===== src/vcd_pkg.sv =====
// Purpose: Shared constants for the video capture decimator.
// Assumes: Byte addresses within a 64 KB register window.
// Notes: Offsets are AHB byte addresses.
package vcd_pkg;

    // ==========================================
    // Register map
    localparam logic [15:0] VCD_OFS_FIFO_STAT = 16'hff04;
    localparam logic [15:0] VCD_OFS_FB0 = 16'hff0c;
    localparam logic [15:0] VCD_OFS_FB1 = 16'hff10;
    localparam logic [15:0] VCD_OFS_START = 16'hff28;
    localparam logic [15:0] VCD_OFS_HMASK = 16'hff2c;
    localparam logic [15:0] VCD_OFS_VMASK = 16'hff30;
    localparam logic [15:0] VCD_OFS_STRIDE = 16'hff34;
    localparam logic [15:0] VCD_OFS_CTRL = 16'hff38;
    localparam logic [15:0] VCD_OFS_WIN_LO = 16'hff40;
    localparam logic [15:0] VCD_OFS_WIN_HI = 16'hff5c;

    // ==========================================
    // Field layout
    localparam int unsigned VCD_HSTART_LSB = 0;
    localparam int unsigned VCD_HSTART_W = 12;
    localparam int unsigned VCD_VSTART_LSB = 16;
    localparam int unsigned VCD_VSTART_W = 9;
    localparam int unsigned VCD_STRIDE_W = 12;
    localparam int unsigned VCD_FB_W = 22;
    localparam int unsigned VCD_CTRL_MODE_LSB = 0;
    localparam int unsigned VCD_CTRL_BUF_BIT = 4;
    localparam int unsigned VCD_CTRL_EN_BIT = 8;
    localparam int unsigned VCD_LINE_W = 10;
    localparam int unsigned VCD_HCNT_W = 13;
    localparam logic [12:0] VCD_H_BIAS = 13'h0002;

    // ==========================================
    // Reset values
    localparam logic [31:0] VCD_RST_WORD = 32'h0000_0000;

    // ==========================================
    // Port modes
    typedef enum logic [1:0] {
        VCD_MODE_PASS = 2'b00,
        VCD_MODE_V8 = 2'b01,
        VCD_MODE_V16 = 2'b11
    } vcd_mode_e;

    // ==========================================
    // Output FIFO and peripheral port
    localparam logic [2:0] VCD_TT_CVID_WR = 3'b110;
    localparam int unsigned VCD_FIFO_DEPTH = 8;
    localparam int unsigned VCD_FIFO_AW = 3;
    localparam int unsigned VCD_FIFO_CW = 4;

    // ==========================================
    // AHB-Lite
    localparam logic [2:0] VCD_HSIZE_WORD = 3'b010;
    localparam logic VCD_HRESP_OKAY = 1'b0;

endpackage


===== src/vcd_top.sv =====
// Purpose: Video capture path with start offsets, byte and line decimation,
//          line stride addressing and a host-fed output FIFO.
// Assumes: AHB-Lite slave on hclk; pixel port sampled through two flops.
// Notes: Source changes data away from the rising pixel clock edge.
//
// Functional notes
// - A 12-bit horizontal start holds pixel clocks from line sync to first pixel minus two.
// - A 9-bit vertical start gives the line syncs after frame sync before the first line.
// - Start offsets apply only in 8-bit and 16-bit video modes, never in pass-through.
// - Each group of 32 byte positions is checked against a byte mask; a set bit discards.
// - One byte-mask bit covers two bytes in 16-bit mode and four bytes in pass-through.
// - Byte masking restarts at bit zero after each line sync, aligned after the offset.
// - Each group of 32 lines is checked against a line mask; a clear bit discards.
// - Line mask counting starts at the frame sync, not after the vertical offset.
// - Each line sync after the first of a frame adds the 12-bit byte stride to the current line start address.
// - A word-size write to any of eight words from ff40 to ff5c pushes one FIFO entry unless the FIFO is full.
// - The line mask clears to zero at power-on.
// - Each word leaving the output FIFO is tagged with transaction type 110.
`timescale 1ns/1ps
module vcd_top
    import vcd_pkg::*;
(
    // Clock and reset
    input wire logic hclk,
    input wire logic hresetn,
    // AHB-Lite slave
    input wire logic hsel,
    input wire logic [31:0] haddr,
    input wire logic [1:0] htrans,
    input wire logic hwrite,
    input wire logic [2:0] hsize,
    input wire logic [31:0] hwdata,
    input wire logic hready,
    output logic hreadyout,
    output logic hresp,
    output logic [31:0] hrdata,
    // Video input pins
    input wire logic port_pixel_clock,
    input wire logic vid_hsync,
    input wire logic vid_vsync,
    input wire logic [31:0] vid_data,
    // Frame buffer write port
    output logic cap_valid,
    output logic [21:0] cap_addr,
    output logic [31:0] cap_data,
    output logic [2:0] cap_nbytes,
    // Output FIFO drain to peripheral port
    output logic ofifo_valid,
    input wire logic ofifo_ready,
    output logic [31:0] ofifo_data,
    output logic [2:0] ofifo_transaction_type
);

    // ==========================================
    // Helpers
    function automatic logic is_video(input logic [1:0] m);
        is_video = (m == VCD_MODE_V8) || (m == VCD_MODE_V16);
    endfunction

    function automatic logic [2:0] unit_bytes(input logic [1:0] m);
        unique case (m)
            VCD_MODE_V8: unit_bytes = 3'h1;
            VCD_MODE_V16: unit_bytes = 3'h2;
            default: unit_bytes = 3'h4;
        endcase
    endfunction

    // ==========================================
    // Bus and register bank
    logic wr_pend_r, wr_pend_nxt;
    logic [15:0] addr_r, addr_nxt;
    logic [31:0] start_r, start_nxt;
    logic [31:0] hmask_r, hmask_nxt;
    logic [31:0] vmask_r, vmask_nxt;
    logic [VCD_STRIDE_W-1:0] stride_r, stride_nxt;
    logic [VCD_FB_W-1:0] fb0_r, fb0_nxt;
    logic [VCD_FB_W-1:0] fb1_r, fb1_nxt;
    logic [31:0] ctrl_r, ctrl_nxt;
    logic push;
    logic [VCD_FIFO_CW-1:0] free_cnt;
    logic [1:0] mode;
    logic [VCD_HSTART_W-1:0] hstart;
    logic [VCD_VSTART_W-1:0] vstart;
    assign mode = ctrl_r[VCD_CTRL_MODE_LSB +: 2];
    assign hstart = start_r[VCD_HSTART_LSB +: VCD_HSTART_W];
    assign vstart = start_r[VCD_VSTART_LSB +: VCD_VSTART_W];
    always_comb begin
        wr_pend_nxt = 1'b0;
        addr_nxt = addr_r;
        start_nxt = start_r;
        hmask_nxt = hmask_r;
        vmask_nxt = vmask_r;
        stride_nxt = stride_r;
        fb0_nxt = fb0_r;
        fb1_nxt = fb1_r;
        ctrl_nxt = ctrl_r;
        push = 1'b0;
        if (wr_pend_r) begin
            unique case (addr_r)
                VCD_OFS_START: start_nxt = hwdata;
                VCD_OFS_HMASK: hmask_nxt = hwdata;
                VCD_OFS_VMASK: vmask_nxt = hwdata;
                VCD_OFS_STRIDE: stride_nxt = hwdata[VCD_STRIDE_W-1:0];
                VCD_OFS_FB0: fb0_nxt = hwdata[VCD_FB_W-1:0];
                VCD_OFS_FB1: fb1_nxt = hwdata[VCD_FB_W-1:0];
                VCD_OFS_CTRL: ctrl_nxt = hwdata;
                default: push = (addr_r >= VCD_OFS_WIN_LO) && (addr_r <= VCD_OFS_WIN_HI);
            endcase
        end
        if (hsel && hready && htrans[1]) begin
            addr_nxt = {haddr[15:2], 2'b00};
            wr_pend_nxt = hwrite && (hsize == VCD_HSIZE_WORD);
        end
    end

    always_ff @(posedge hclk or negedge hresetn) begin
        if (!hresetn) begin
            wr_pend_r <= 1'b0;
            addr_r <= 16'h0000;
            start_r <= VCD_RST_WORD;
            hmask_r <= VCD_RST_WORD;
            vmask_r <= VCD_RST_WORD;
            stride_r <= VCD_RST_WORD[VCD_STRIDE_W-1:0];
            fb0_r <= VCD_RST_WORD[VCD_FB_W-1:0];
            fb1_r <= VCD_RST_WORD[VCD_FB_W-1:0];
            ctrl_r <= VCD_RST_WORD;
        end else begin
            wr_pend_r <= wr_pend_nxt;
            addr_r <= addr_nxt;
            start_r <= start_nxt;
            hmask_r <= hmask_nxt;
            vmask_r <= vmask_nxt;
            stride_r <= stride_nxt;
            fb0_r <= fb0_nxt;
            fb1_r <= fb1_nxt;
            ctrl_r <= ctrl_nxt;
        end
    end

    // Read mux reflects the register addressed in the data phase
    always_comb begin
        unique case (addr_r)
            VCD_OFS_FIFO_STAT: hrdata = {28'h0000000, free_cnt};
            VCD_OFS_START: hrdata = start_r & 32'h01ff_0fff;
            VCD_OFS_HMASK: hrdata = hmask_r;
            VCD_OFS_VMASK: hrdata = vmask_r;
            VCD_OFS_STRIDE: hrdata = {20'h00000, stride_r};
            VCD_OFS_FB0: hrdata = {10'h000, fb0_r};
            VCD_OFS_FB1: hrdata = {10'h000, fb1_r};
            VCD_OFS_CTRL: hrdata = ctrl_r & 32'h0000_0113;
            default: hrdata = 32'h0000_0000;
        endcase
    end

    assign hreadyout = 1'b1;
    assign hresp = VCD_HRESP_OKAY;

    // ==========================================
    // Pixel port synchroniser
    logic [34:0] pin_s1_r, pin_s2_r;
    logic pclk_d_r, hs_d_r, vs_d_r;
    logic pclk_s, hs_s, vs_s;
    logic [31:0] data_s;
    logic pix_edge, hs_rise, vs_rise;
    assign pclk_s = pin_s2_r[34];
    assign hs_s = pin_s2_r[33];
    assign vs_s = pin_s2_r[32];
    assign data_s = pin_s2_r[31:0];
    assign pix_edge = pclk_s && !pclk_d_r;
    assign hs_rise = pix_edge && hs_s && !hs_d_r;
    assign vs_rise = pix_edge && vs_s && !vs_d_r;
    always_ff @(posedge hclk or negedge hresetn) begin
        if (!hresetn) begin
            pin_s1_r <= 35'h0;
            pin_s2_r <= 35'h0;
            pclk_d_r <= 1'b0;
            hs_d_r <= 1'b0;
            vs_d_r <= 1'b0;
        end else begin
            pin_s1_r <= {port_pixel_clock, vid_hsync, vid_vsync, vid_data};
            pin_s2_r <= pin_s1_r;
            pclk_d_r <= pclk_s;
            if (pix_edge) begin
                hs_d_r <= hs_s;
                vs_d_r <= vs_s;
            end
        end
    end

    // ==========================================
    // Capture and decimation
    logic [VCD_LINE_W-1:0] line_cnt_r, line_cnt_nxt;
    logic [VCD_HCNT_W-1:0] hcnt_r, hcnt_nxt;
    logic [4:0] hidx_r, hidx_nxt;
    logic [VCD_FB_W-1:0] line_start_r, line_start_nxt;
    logic [VCD_FB_W-1:0] offs_r, offs_nxt;
    logic cap_valid_r, cap_valid_nxt;
    logic [21:0] cap_addr_r, cap_addr_nxt;
    logic [31:0] cap_data_r, cap_data_nxt;
    logic [2:0] cap_nbytes_r, cap_nbytes_nxt;
    logic [VCD_LINE_W-1:0] line_idx;
    logic line_keep, h_ok;
    assign line_idx = line_cnt_r - {{(VCD_LINE_W-1){1'b0}}, 1'b1};
    // Mask position counts from frame sync and wraps through 5 bits
    assign line_keep = (line_cnt_r != '0) && vmask_r[line_idx[4:0]]
        && (!is_video(mode) || line_cnt_r > {1'b0, vstart})
        && ctrl_r[VCD_CTRL_EN_BIT];
    assign h_ok = !is_video(mode) || hcnt_r >= ({1'b0, hstart} + VCD_H_BIAS);
    always_comb begin
        line_cnt_nxt = line_cnt_r;
        hcnt_nxt = hcnt_r;
        hidx_nxt = hidx_r;
        line_start_nxt = line_start_r;
        offs_nxt = offs_r;
        cap_valid_nxt = 1'b0;
        cap_addr_nxt = cap_addr_r;
        cap_data_nxt = cap_data_r;
        cap_nbytes_nxt = cap_nbytes_r;
        if (vs_rise) begin
            line_cnt_nxt = '0;
            line_start_nxt = ctrl_r[VCD_CTRL_BUF_BIT] ? fb1_r : fb0_r;
            hcnt_nxt = '0;
            hidx_nxt = 5'h00;
            offs_nxt = '0;
        end else if (hs_rise) begin
            if (line_cnt_r != {VCD_LINE_W{1'b1}}) begin
                line_cnt_nxt = line_cnt_r + {{(VCD_LINE_W-1){1'b0}}, 1'b1};
            end
            if (line_cnt_r != '0) begin
                line_start_nxt = line_start_r + {10'h000, stride_r};
            end
            // Sync clock is clock zero, the next one clock one
            hcnt_nxt = {{(VCD_HCNT_W-1){1'b0}}, 1'b1};
            hidx_nxt = 5'h00;
            offs_nxt = '0;
        end else if (pix_edge) begin
            if (!h_ok) begin
                hcnt_nxt = hcnt_r + {{(VCD_HCNT_W-1){1'b0}}, 1'b1};
            end else begin
                hidx_nxt = hidx_r + 5'h01;
                if (line_keep && !hmask_r[hidx_r]) begin
                    cap_valid_nxt = 1'b1;
                    cap_addr_nxt = line_start_r + offs_r;
                    cap_data_nxt = data_s;
                    cap_nbytes_nxt = unit_bytes(mode);
                    offs_nxt = offs_r + {19'h00000, unit_bytes(mode)};
                end
            end
        end
    end

    always_ff @(posedge hclk or negedge hresetn) begin
        if (!hresetn) begin
            line_cnt_r <= '0;
            hcnt_r <= '0;
            hidx_r <= 5'h00;
            line_start_r <= '0;
            offs_r <= '0;
            cap_valid_r <= 1'b0;
            cap_addr_r <= 22'h000000;
            cap_data_r <= 32'h0000_0000;
            cap_nbytes_r <= 3'h0;
        end else begin
            line_cnt_r <= line_cnt_nxt;
            hcnt_r <= hcnt_nxt;
            hidx_r <= hidx_nxt;
            line_start_r <= line_start_nxt;
            offs_r <= offs_nxt;
            cap_valid_r <= cap_valid_nxt;
            cap_addr_r <= cap_addr_nxt;
            cap_data_r <= cap_data_nxt;
            cap_nbytes_r <= cap_nbytes_nxt;
        end
    end

    assign cap_valid = cap_valid_r;
    assign cap_addr = cap_addr_r;
    assign cap_data = cap_data_r;
    assign cap_nbytes = cap_nbytes_r;

    // ==========================================
    // Output FIFO
    logic [31:0] fifo_mem_r [VCD_FIFO_DEPTH];
    logic [31:0] fifo_mem_nxt [VCD_FIFO_DEPTH];
    logic [VCD_FIFO_AW-1:0] wptr_r, wptr_nxt, rptr_r, rptr_nxt;
    logic [VCD_FIFO_CW-1:0] cnt_r, cnt_nxt;
    logic do_push, do_pop;

    // A push into a full FIFO is dropped
    assign do_push = push && (cnt_r != VCD_FIFO_CW'(VCD_FIFO_DEPTH));
    assign do_pop = ofifo_valid && ofifo_ready;
    assign free_cnt = VCD_FIFO_CW'(VCD_FIFO_DEPTH) - cnt_r;

    always_comb begin
        fifo_mem_nxt = fifo_mem_r;
        wptr_nxt = wptr_r;
        rptr_nxt = rptr_r;
        cnt_nxt = cnt_r;
        if (do_push) begin
            fifo_mem_nxt[wptr_r] = hwdata;
            wptr_nxt = wptr_r + {{(VCD_FIFO_AW-1){1'b0}}, 1'b1};
        end
        if (do_pop) begin
            rptr_nxt = rptr_r + {{(VCD_FIFO_AW-1){1'b0}}, 1'b1};
        end
        if (do_push && !do_pop) begin
            cnt_nxt = cnt_r + {{(VCD_FIFO_CW-1){1'b0}}, 1'b1};
        end else if (do_pop && !do_push) begin
            cnt_nxt = cnt_r - {{(VCD_FIFO_CW-1){1'b0}}, 1'b1};
        end
    end

    always_ff @(posedge hclk or negedge hresetn) begin
        if (!hresetn) begin
            for (int i = 0; i < VCD_FIFO_DEPTH; i++) begin
                fifo_mem_r[i] <= VCD_RST_WORD;
            end
            wptr_r <= '0;
            rptr_r <= '0;
            cnt_r <= '0;
        end else begin
            fifo_mem_r <= fifo_mem_nxt;
            wptr_r <= wptr_nxt;
            rptr_r <= rptr_nxt;
            cnt_r <= cnt_nxt;
        end
    end

    assign ofifo_valid = (cnt_r != '0);
    assign ofifo_data = fifo_mem_r[rptr_r];
    assign ofifo_transaction_type = VCD_TT_CVID_WR;

endmodule


===== config.mk =====
export PLATFORM = sky130hd
export DESIGN_NAME = vcd_top
export DESIGN_NICKNAME = d
export VERILOG_FILES = /design/src/vcd_pkg.sv /design/src/vcd_top.sv
export SDC_FILE = /design/constraint.sdc
export NUM_CORES = 1
export LEC_CHECK = 0
export BUFFER_PORTS_ARGS = -buffer_cell sky130_fd_sc_hd__buf_2
export CAP_MARGIN = 20
export CORE_UTILIZATION = 43
export CTS_CLUSTER_DIAMETER = 120
export CTS_CLUSTER_SIZE = 24
export DETAILED_ROUTE_END_ITERATION = 10
export PLACE_DENSITY = 0.57
export REMOVE_ABC_BUFFERS = 1
export SYNTH_ARGS = -nofsm -noshare
export SYNTH_HDL_FRONTEND = slang
export SYNTH_SLANG_ARGS = --single-unit

===== constraint.sdc =====
create_clock -name hclk -period 6 [get_ports hclk]
set_clock_uncertainty 0.15 [all_clocks]
set_input_delay 0 -clock hclk [delete_from_list [all_inputs] [get_ports hclk]]
set_output_delay 0 -clock hclk [all_outputs]
set_load 0.01 [all_outputs]

======== After elaboration in Yosys (flattened, before gate mapping) ========
Cells that the tools add are included.
operators by class
  $add $sub $neg .......................... 13
  multiply operators ...................... 0
  div/mod/pow operators ................... 0
  order comparisons ....................... 9
  equal/unequal tests ..................... 14
  shifts and indexed selects .............. 0
  muxes and demuxes ....................... 47
  bitwise operators ....................... 4
  reduce and logical (&&, ||, !) cells .... 51
operators with widths
  operator                                                                       count
  256-bit bitwise mux                                                            1
  32-bit one-hot mux with 8 select lines                                         1
  22-bit 2-to-1 mux                                                              9
  14-bit == test (second input constant)                                         8
  32-bit binary-select mux with 3-bit select                                     1
  32-bit demux with 3-bit select                                                 1
  32-bit 2-to-1 mux                                                              3
  13-bit 2-to-1 mux                                                              4
  10-bit 2-to-1 mux                                                              3
  22-bit by 12-bit adder with 22-bit output                                      1
  22-bit adder                                                                   1
  22-bit by 3-bit adder with 22-bit output                                       1
  2-bit AND reduction                                                            11
  5-bit 2-to-1 mux                                                               4
  1-bit logical AND                                                              18
  16-bit >= comparator (second input constant)                                   1
  16-bit less-or-equal comparator (second input constant)                        1
  3-bit 2-to-1 mux                                                               5
  12-bit by 2-bit adder with 13-bit output (second input constant)               1
  13-bit by 1-bit adder with 13-bit output (second input constant)               1
  13-bit >= comparator                                                           1
  5-bit by 6-bit less-than comparator with 1-bit output (second input constant)  2
  10-bit by 1-bit adder with 10-bit output (second input constant)               1
  1-bit binary-select mux with 5-bit select                                      2
  other kinds (29)                                                               56
storage, ports and cells
  register bits after elaboration ......... 638
  latch bits .............................. 0
  RAM bits ................................ 0
  memory bits (read-only) ................. 0
  input port bits ......................... 110
  output and inout port bits .............. 128
  logic and storage cells ................. 172
  memories kept ........................... 0

======== Depth between registers and ports, before layout ========
Gate-level depths: netlist (run 1).
  depth in word-level cells ............... 18
  depth in mapped cells ................... 18

======== Least setup slack after synthesis (run 1) ========
No wires, ideal clock.
  path type ............................... reg-to-reg
  from .................................... register line_cnt_r[0]
  to ...................................... register offs_r[9]
  setup time .............................. 0.122 ns
  data arrival time ....................... 3.172 ns
  data required time ...................... 5.728 ns
  setup slack ............................. 2.557 ns
  cell stages (with the launch flop) ...... 14
  buffers on the path ..................... 4
  period minus slack after synthesis ...... 3.443 ns
  cells stage by stage .................... dfrtp_1 > buf_6 > inv_1 > ha_1 > buf_1 > mux4_2 > mux4_2 > and3_1 > o311a_1 > nand2_2 > buf_6 > inv_2 > buf_6 > a32o_1
on the way
  word-level cells in the longest chain between the ends .. 9
RTL lines
  what                                         RTL line        source
  start: declaration                           vcd_top.sv:192  logic [VCD_LINE_W-1:0] line_cnt_r, line_cnt_nxt;
  start signal: assignment                     vcd_top.sv:264  line_cnt_r <= line_cnt_nxt;
  5-bit by 1-bit subtractor with 5-bit output  vcd_top.sv:203  assign line_idx = line_cnt_r - {{(VCD_LINE_W-1){1'b0}}, 1'b1};
  1-bit binary-select mux with 5-bit select    vcd_top.sv:205  assign line_keep = (line_cnt_r != '0) && vmask_r[line_idx[4:0]]
  1-bit 2-to-1 mux (not written as such)       vcd_top.sv:205
  1-bit logical AND                            vcd_top.sv:205
  1-bit logical AND *                          vcd_top.sv:206  && (!is_video(mode) || line_cnt_r > {1'b0, vstart})
  1-bit logical AND *                          vcd_top.sv:207  && ctrl_r[VCD_CTRL_EN_BIT];
  1-bit logical AND *                          vcd_top.sv:241  if (line_keep && !hmask_r[hidx_r]) begin
  3-bit nonzero test (no line) *               -
  3-bit AND reduction (no line) *              -
  end signal: assignment                       vcd_top.sv:268  offs_r <= offs_nxt;
  end: declaration                             vcd_top.sv:196  logic [VCD_FB_W-1:0] offs_r, offs_nxt;
Every way passes the cells marked *; elsewhere a longest branch is shown, timed or not. The select of a mux whose other input is x is not followed.
A chain may end at the register's enable or synchronous reset.

======== Final worst setup path (run 1) ========
  from .................................... register line_cnt_r[0]
  to ...................................... register cap_addr_r[19] (netlist: cap_addr[19])
on the way
  word-level cells in the longest chain between the ends .. 8
RTL lines
  what                                         RTL line        source
  5-bit by 1-bit subtractor with 5-bit output  vcd_top.sv:203
  1-bit binary-select mux with 5-bit select    vcd_top.sv:205
  1-bit 2-to-1 mux (not written as such)       vcd_top.sv:205
  1-bit logical AND                            vcd_top.sv:205
  1-bit logical AND *                          vcd_top.sv:206
  1-bit logical AND *                          vcd_top.sv:207
  1-bit logical AND *                          vcd_top.sv:241
  5-bit AND reduction (no line) *              -
  end signal: assignment                       vcd_top.sv:270  cap_addr_r <= cap_addr_nxt;
  end: declaration                             vcd_top.sv:198  logic [21:0] cap_addr_r, cap_addr_nxt;
Marked as above.

==> results of run 1 <==
where the power goes:
group	switching, mW	internal (mW)	total, mW	leakage, nW
Sequential	0.483	4.63	5.11	7.85
Combinational	1.45	1.42	2.88	7.15
Clock	1.36	0.908	2.27	0.388
worst register-to-register path: cells and delay by family, from the launching register on:
kind	cells	cell delay [ns]
AOI/OAI and AO/OA	3	1.07
adders and majority gates	1	0.58
DFF	1	0.80
buffers and inverters	2	0.75
muxes	2	0.86
and+or+nand+nor	2	0.36
metal layers:
layer / GRT usage / routed length (um) / vias to the layer above
met5: 0 / 0 / -
met4: 0.0398 / 1350 / 0
met3: 0.0323 / 3540 / 73
met2: 0.370 / 36600 / 397
met1: 0.297 / 33000 / 10100
li1: - / - / 8965
sequential cells by signal, indices dropped and copies added, names as in the netlist, 13 cells and up:
register and count:
fifo_mem_r 256, pin_s1_r 35, pin_s2_r 35, cap_data 32
hmask_r 32, vmask_r 32, cap_addr 22, fb0_r 22
fb1_r 22, line_start_r 22, offs_r 22, start_r 21
addr_r 14, hcnt_r 13
area by class of cell:
| cell class | instances | area share |
|---|---|---|
| diodes | 1 | 0.0000742 |
| repair buffers | 391 | 0.0840 |
| clock inverters | 2 | 0.00108 |
| inverters | 48 | 0.00535 |
| clock buffers | 31 | 0.0224 |
| multi-input cells | 1493 | 0.388 |
| well taps | 873 | 0.0324 |
| flip-flops and latches | 629 | 0.467 |
cell families after synthesis:
| family | Yosys count | share of synthesized area |
|---|---|---|
| AO/OA/AOI/OAI | 339 | 0.0748 |
| adder cells (fa/ha/maj) | 73 | 0.0319 |
| AND/OR/NAND/NOR | 467 | 0.0747 |
| buffers and inverters | 200 | 0.0276 |
| flip-flops | 629 | 0.533 |
| multiplexers | 550 | 0.240 |
| XOR/XNOR | 59 | 0.0177 |
| other | 2 | 0.000254 |
stage by stage:
step | utilization | power (mW) | instance area, um^2 | hold WS [ns]
global placement | 0.466 | 7.97 | 31500 | -0.0410
floorplan | - | 7.00 | 28900 | -0.446
detailed placement | 0.467 | 8.04 | 31500 | -0.0404
CTS | 0.499 | 10.4 | 33700 | 0.00839
finish | 0.499 | 10.3 | 33700 | 0.0379
global route | 0.499 | 10.9 | 33700 | 0.0482
worst min path at each step:
stage / to / slack, ns / depth (start not counted)
finish: rptr_r[2]$_DFFE_PN0P_ / 0.04 / 4
global route: rptr_r[2]$_DFFE_PN0P_ / 0.05 / 4
CTS: rptr_r[2]$_DFFE_PN0P_ / 0.008 / 4
detailed placement: pin_s1_r[1]$_DFF_PN0_ / -0.04 / 1
global placement: pin_s1_r[31]$_DFF_PN0_ / -0.04 / 1
floorplan: addr_r[10]$_DFFE_PN0P_ / -0.45 / 0
cells in the mapped netlist (6+ instances only):
master	number	area [um^2]
nand3b_1	6	45.0
nor4_1	9	56.3
a22o_1	13	114
nand2b_1	6	37.5
o21ai_0	86	430
a21oi_1	63	315
dfrtp_1	629	15700
o21a_1	6	45.0
a211oi_1	19	143
a31oi_1	31	194
nand4_1	21	131
xor2_1	29	254
a22oi_1	43	323
a222oi_1	16	160
xnor2_1	29	254
mux4_2	79	1780
mux2_2	452	5090
buf_1	36	135
clkbuf_1	94	353
mux2i_1	15	150
nor2_1	46	173
nor3_1	23	115
nand3_1	50	250
a21o_1	17	128
and2_1	6	37.5
buf_2	13	65.1
or3_1	9	56.3
and3_1	18	113
o211ai_1	9	67.6
nor2b_1	23	144
inv_1	47	176
o31ai_1	12	90.1
nand2_1	226	848
ha_1	69	863
==> out/results.ini, run 1 <==
[status]
status = finished clean

[synthesis]
yosysWarnings = 0
synth_seq_cells = 629
yosysSeqAreaShare = 0.533
synthFlopType = dfrtp_1
syn_area_per_cell_um2 = 12.7
syn-instance-count = 2319
synth-edff-count = 0
async_flop_share = 1.00
netlist_area_um2 = 29500
synthDistinctLibCells = 68

[floorplanning]
die_h_um = 264
die_area_um2 = 69800
core_um2 = 67500
fp.dieW_um = 264
io_pins = 238
start_util = 0.438
fp-row-count = 95

[global_route]
antenna_found_initial = 5
grt_max_degree = 130
grt_use_total = 0.217
grt_pass1_wl_mm = 120
grt_pass1_vias = 20600
gr-total-overflow = 0

[critical_path]
r2r_cells = 10
crit_required_ns = 6.32
r2r_end = cap_addr[19]$_DFFE_PN0P_
cpMaxStageDelayCell = dfrtp_1
start_kind = flip-flop
ff2ff_setup_slack_ns = 1.28
path_max_fanout = 74
worstSetupEndpoint = cap_addr[19]$_DFFE_PN0P_
r2r_start = line_cnt_r[0]$_DFFE_PN0P_
end_kind = flip-flop
slowest_delay_ns = 0.80
path_buf_inv = 2
critical-path-top-delay-family = compound AO/OA/AOI/OAI gates
crit_type = reg -> reg
cp_num_cells = 10
crit_start = line_cnt_r[0]$_DFFE_PN0P_
cp_cell_sequence = inv_1, ha_1, mux4_2, mux2_2, a21oi_1, nor4b_1, o311a_1, nand2_4, buf_4, o21ai_0
arrival_ns = 5.04

[route]
postRouteAntennaNets = 0
drtIter0Drc = 1402
vias = 19500
drc_errors = 0
drt-wirelength-per-cell_um = 21.5
dr.pass1.iters = 5
routed_wl_mm = 74.5
avgViaCountPerCell = 5.63

[placement]
dp_hpwl_mm = 49.1
dp_cells = 3296
post-place-ws_ns = 1.28
globalplace.congestion = 0.810
io_buffers = 213

[cts]
cts.clk_slew.worst_paths_ns = 0.10
cts_root_buffer = clkbuf_16
clk_path_buf_depth = 3
cts_max_level = 1
ctsHoldBuffers = 138
numCtsBuffers = 30
cts_tree = done
clock_latency_ns = 0.63
post_cts_buffers = 0
cts.sinks = 629
ctsResizeCount = 0

[timing]
slew_headroom = 0.347
rsz0062_at_grt = false
fmax_mhz = 212
tightest_slew_ns = 0.979
final_max_slew_viol_count = 0
finalCritPeriodShare = 0.786
period_needed_ns = 4.72
tns_ns = 0
hold_viol = 0
final-setup-viol-count = 0
worst_slack_ns = 1.28

[pwr]
p_leak_nw = 15.4
power_density_nw_per_um2 = 304
ir_drop_mv = 0.262

[cells_and_area]
fillers = 5972
final_layout_size_suffix_gt1_frac = 0.323
final_cell_count_no_fill = 3468
finalNetCount = 2776
multiInputGateArea_um2 = 13100
final_cell_mix = dfrtp_1, mux2_2, nand2_1
register_area_um2 = 15700
layout_commonest_cell = dfrtp_1
area_growth_pct = 14.1

[hold_path]
hp-start = ofifo_ready
hold_path_class = in -> reg

[flow_run]
max-cap-violations = 0

Power figures use the tool's default switching activity.
==> inputs of run 2 (changes only) <==
--- a/config.mk
+++ b/config.mk
@@ -11,7 +11,7 @@
 export CTS_CLUSTER_DIAMETER = 120
 export CTS_CLUSTER_SIZE = 24
 export DETAILED_ROUTE_END_ITERATION = 10
-export PLACE_DENSITY = 0.57
+export PLACE_DENSITY = 0.6
 export REMOVE_ABC_BUFFERS = 1
 export SYNTH_ARGS = -nofsm -noshare
 export SYNTH_HDL_FRONTEND = slang
==> constraint.sdc (replaced) <==
create_clock -name hclk -period 4.2 [get_ports hclk]
set_clock_uncertainty 0.15 [all_clocks]
set_input_delay 0 -clock hclk [delete_from_list [all_inputs] [get_ports hclk]]
set_output_delay 0 -clock hclk [all_outputs]
set_load 0.01 [all_outputs]
==> out/results.ini, run 2 (same netlist as run 1, synthesis figures left out) <==
[critical_path]
path_max_fanout = 45  ; -39%
ff2ff_setup_slack_ns = 0.35  ; -0.93 ns
start_kind = flip-flop
crit_type = reg -> reg
crit_required_ns = 4.56  ; -1.76 ns
worstSetupEndpoint = cap_nbytes[1]$_DFFE_PN0P_
crit_start = start_r[3]$_DFFE_PN0P_
r2r_cells = 15  ; +5
r2r_end = cap_nbytes[1]$_DFFE_PN0P_
end_kind = flip-flop
arrival_ns = 4.21  ; -0.83 ns
r2r_start = start_r[3]$_DFFE_PN0P_

[timing]
hold_viol = 0  ; unchanged
fmax_mhz = 260  ; +22%
finalCritPeriodShare = 0.917  ; +0.131
period_needed_ns = 3.85  ; -0.866 ns
final_max_slew_viol_count = 0  ; unchanged
holdWs_ns = 0.0443  ; +0.00636 ns
tightest_slew_ns = 0.889  ; -0.0901 ns
rsz0062_at_grt = false
slew_headroom = 0.407  ; +0.0592
final-setup-viol-count = 0  ; unchanged
worst_slack_ns = 0.347  ; -0.934 ns

[route]
drtIter0Drc = 1362  ; -2.9%
avgViaCountPerCell = 5.65  ; +0.35%
routed_wl_mm = 74.4  ; -0.24%
vias = 19700  ; +0.75%
postRouteAntennaNets = 0  ; unchanged
dr.pass1.iters = 6  ; +1
drt-wirelength-per-cell_um = 21.4  ; -0.64%
drc_errors = 0  ; unchanged

[cells_and_area]
final_layout_size_suffix_gt1_frac = 0.326  ; +0.00222
final_cell_mix = dfrtp_1, mux2_2, nand2_1
final_cell_count_no_fill = 3482  ; +0.40%
area_growth_pct = 14.7
finalNetCount = 2789  ; +0.47%
layout_commonest_cell = dfrtp_1
reg.largest.list = fifo_mem_r x256, pin_s1_r x35, pin_s2_r x35
largest_reg_flops = 256  ; unchanged
max_flop_register = fifo_mem_r

[cts]
cts.sinks = 629  ; unchanged
cts.clk_slew.worst_paths_ns = 0.10  ; about the same
ctsHoldBuffers = 138  ; unchanged
clock_latency_ns = 0.63  ; about the same
post_cts_buffers = 0  ; unchanged
ctsResizeCount = 0  ; unchanged
cts_max_level = 1  ; unchanged
cts_root_buffer = clkbuf_16
numCtsBuffers = 30  ; unchanged
clk_path_buf_depth = 3  ; unchanged
cts_tree = done

[floorplanning]
start_util = 0.438  ; unchanged
io_pins = 238  ; unchanged
die_h_um = 264  ; unchanged
fp-row-count = 95  ; unchanged
fp.dieW_um = 264  ; unchanged
die_area_um2 = 69800  ; unchanged
core_um2 = 67500  ; unchanged

[pwr]
design_power_total_mw = 14.8  ; +44%
p_leak_nw = 15.5  ; +0.60%
power_density_nw_per_um2 = 437  ; +43%
ir_drop_mv = 0.333  ; +27%

[global_route]
grt_max_degree = 119  ; -8.5%
gr-total-overflow = 0  ; unchanged
grt_pass1_wl_mm = 119  ; -0.98%
grt_use_total = 0.214  ; -0.00281
grt_pass1_vias = 20800  ; +0.76%
antenna_found_initial = 2  ; -3

[placement]
dp_cells = 3308  ; +0.36%
io_buffers = 213  ; unchanged
dp_hpwl_mm = 49.3  ; +0.37%
globalplace.congestion = 0.836  ; +3.3%
post-place-ws_ns = 0.315  ; -0.968 ns

[status]
status = finished clean

[hold_path]
hold_path_class = in -> reg
hp-start = ofifo_ready

[flow_run]
max-cap-violations = 0  ; unchanged

run 2: power breakdown:
part	total [mW]	internal [mW]	switching, mW
clock network	3.21	1.30	1.91
registers	7.26	6.62	0.645
logic	4.32	2.11	2.20
run 2: critical path: stages (launching register included):
cell and delay (ns):
dfrtp_1 0.46, and3_1 0.20, nand3_1 0.12, nor2_1 0.19
nand2_1 0.09, xor2_1 0.16, ha_1 0.30, a21o_1 0.18
a21oi_1 0.14, nor2b_1 0.06, a2111oi_0 0.29, o21ai_1 0.22
and2_1 0.29, nand2_4 0.12, inv_2 0.32, mux2_1 0.44
run 2: per-stage QoR:
stage / utilization / setup TNS [ns] / instance area, um^2
final: 0.502 / 0 / 33900
after global routing: 0.502 / 0 / 33900
after CTS: 0.501 / 0 / 33800
after detailed placement: 0.469 / 0 / 31600
after global placement: 0.469 / 0 / 31600
after floorplan: - / -51.22 / 28900
run 2: area by class of cell:
| class | instances | area (um^2) |
|---|---|---|
| clock buffer | 31 | 754 |
| sequential | 629 | 15700 |
| antenna | 2 | 5.00 |
| tap | 873 | 1090 |
| fill | 5894 | 33600 |
| timing repair buffer | 404 | 3010 |
| multi-input combinational | 1493 | 13100 |
| clock inverter | 2 | 36.3 |
| inverter | 48 | 180 |
run 2: metal layers:
metal  GRT usage  routed length, um  vias up
met5           0                  0        -
met4      0.0481               1530        0
met3      0.0276               3120       81
met2       0.365              36800      394
met1       0.292              32900    10200
li1            -                  -     8995
run 2: how the worst min path moves through the flow:
stage,end,cells past startpoint
global placement,pin_s1_r[6]$_DFF_PN0_,1
finish,rptr_r[2]$_DFFE_PN0P_,4
global route,rptr_r[2]$_DFFE_PN0P_,4
CTS,rptr_r[2]$_DFFE_PN0P_,4
floorplan,addr_r[10]$_DFFE_PN0P_,0
detailed placement,pin_s1_r[17]$_DFF_PN0_,1
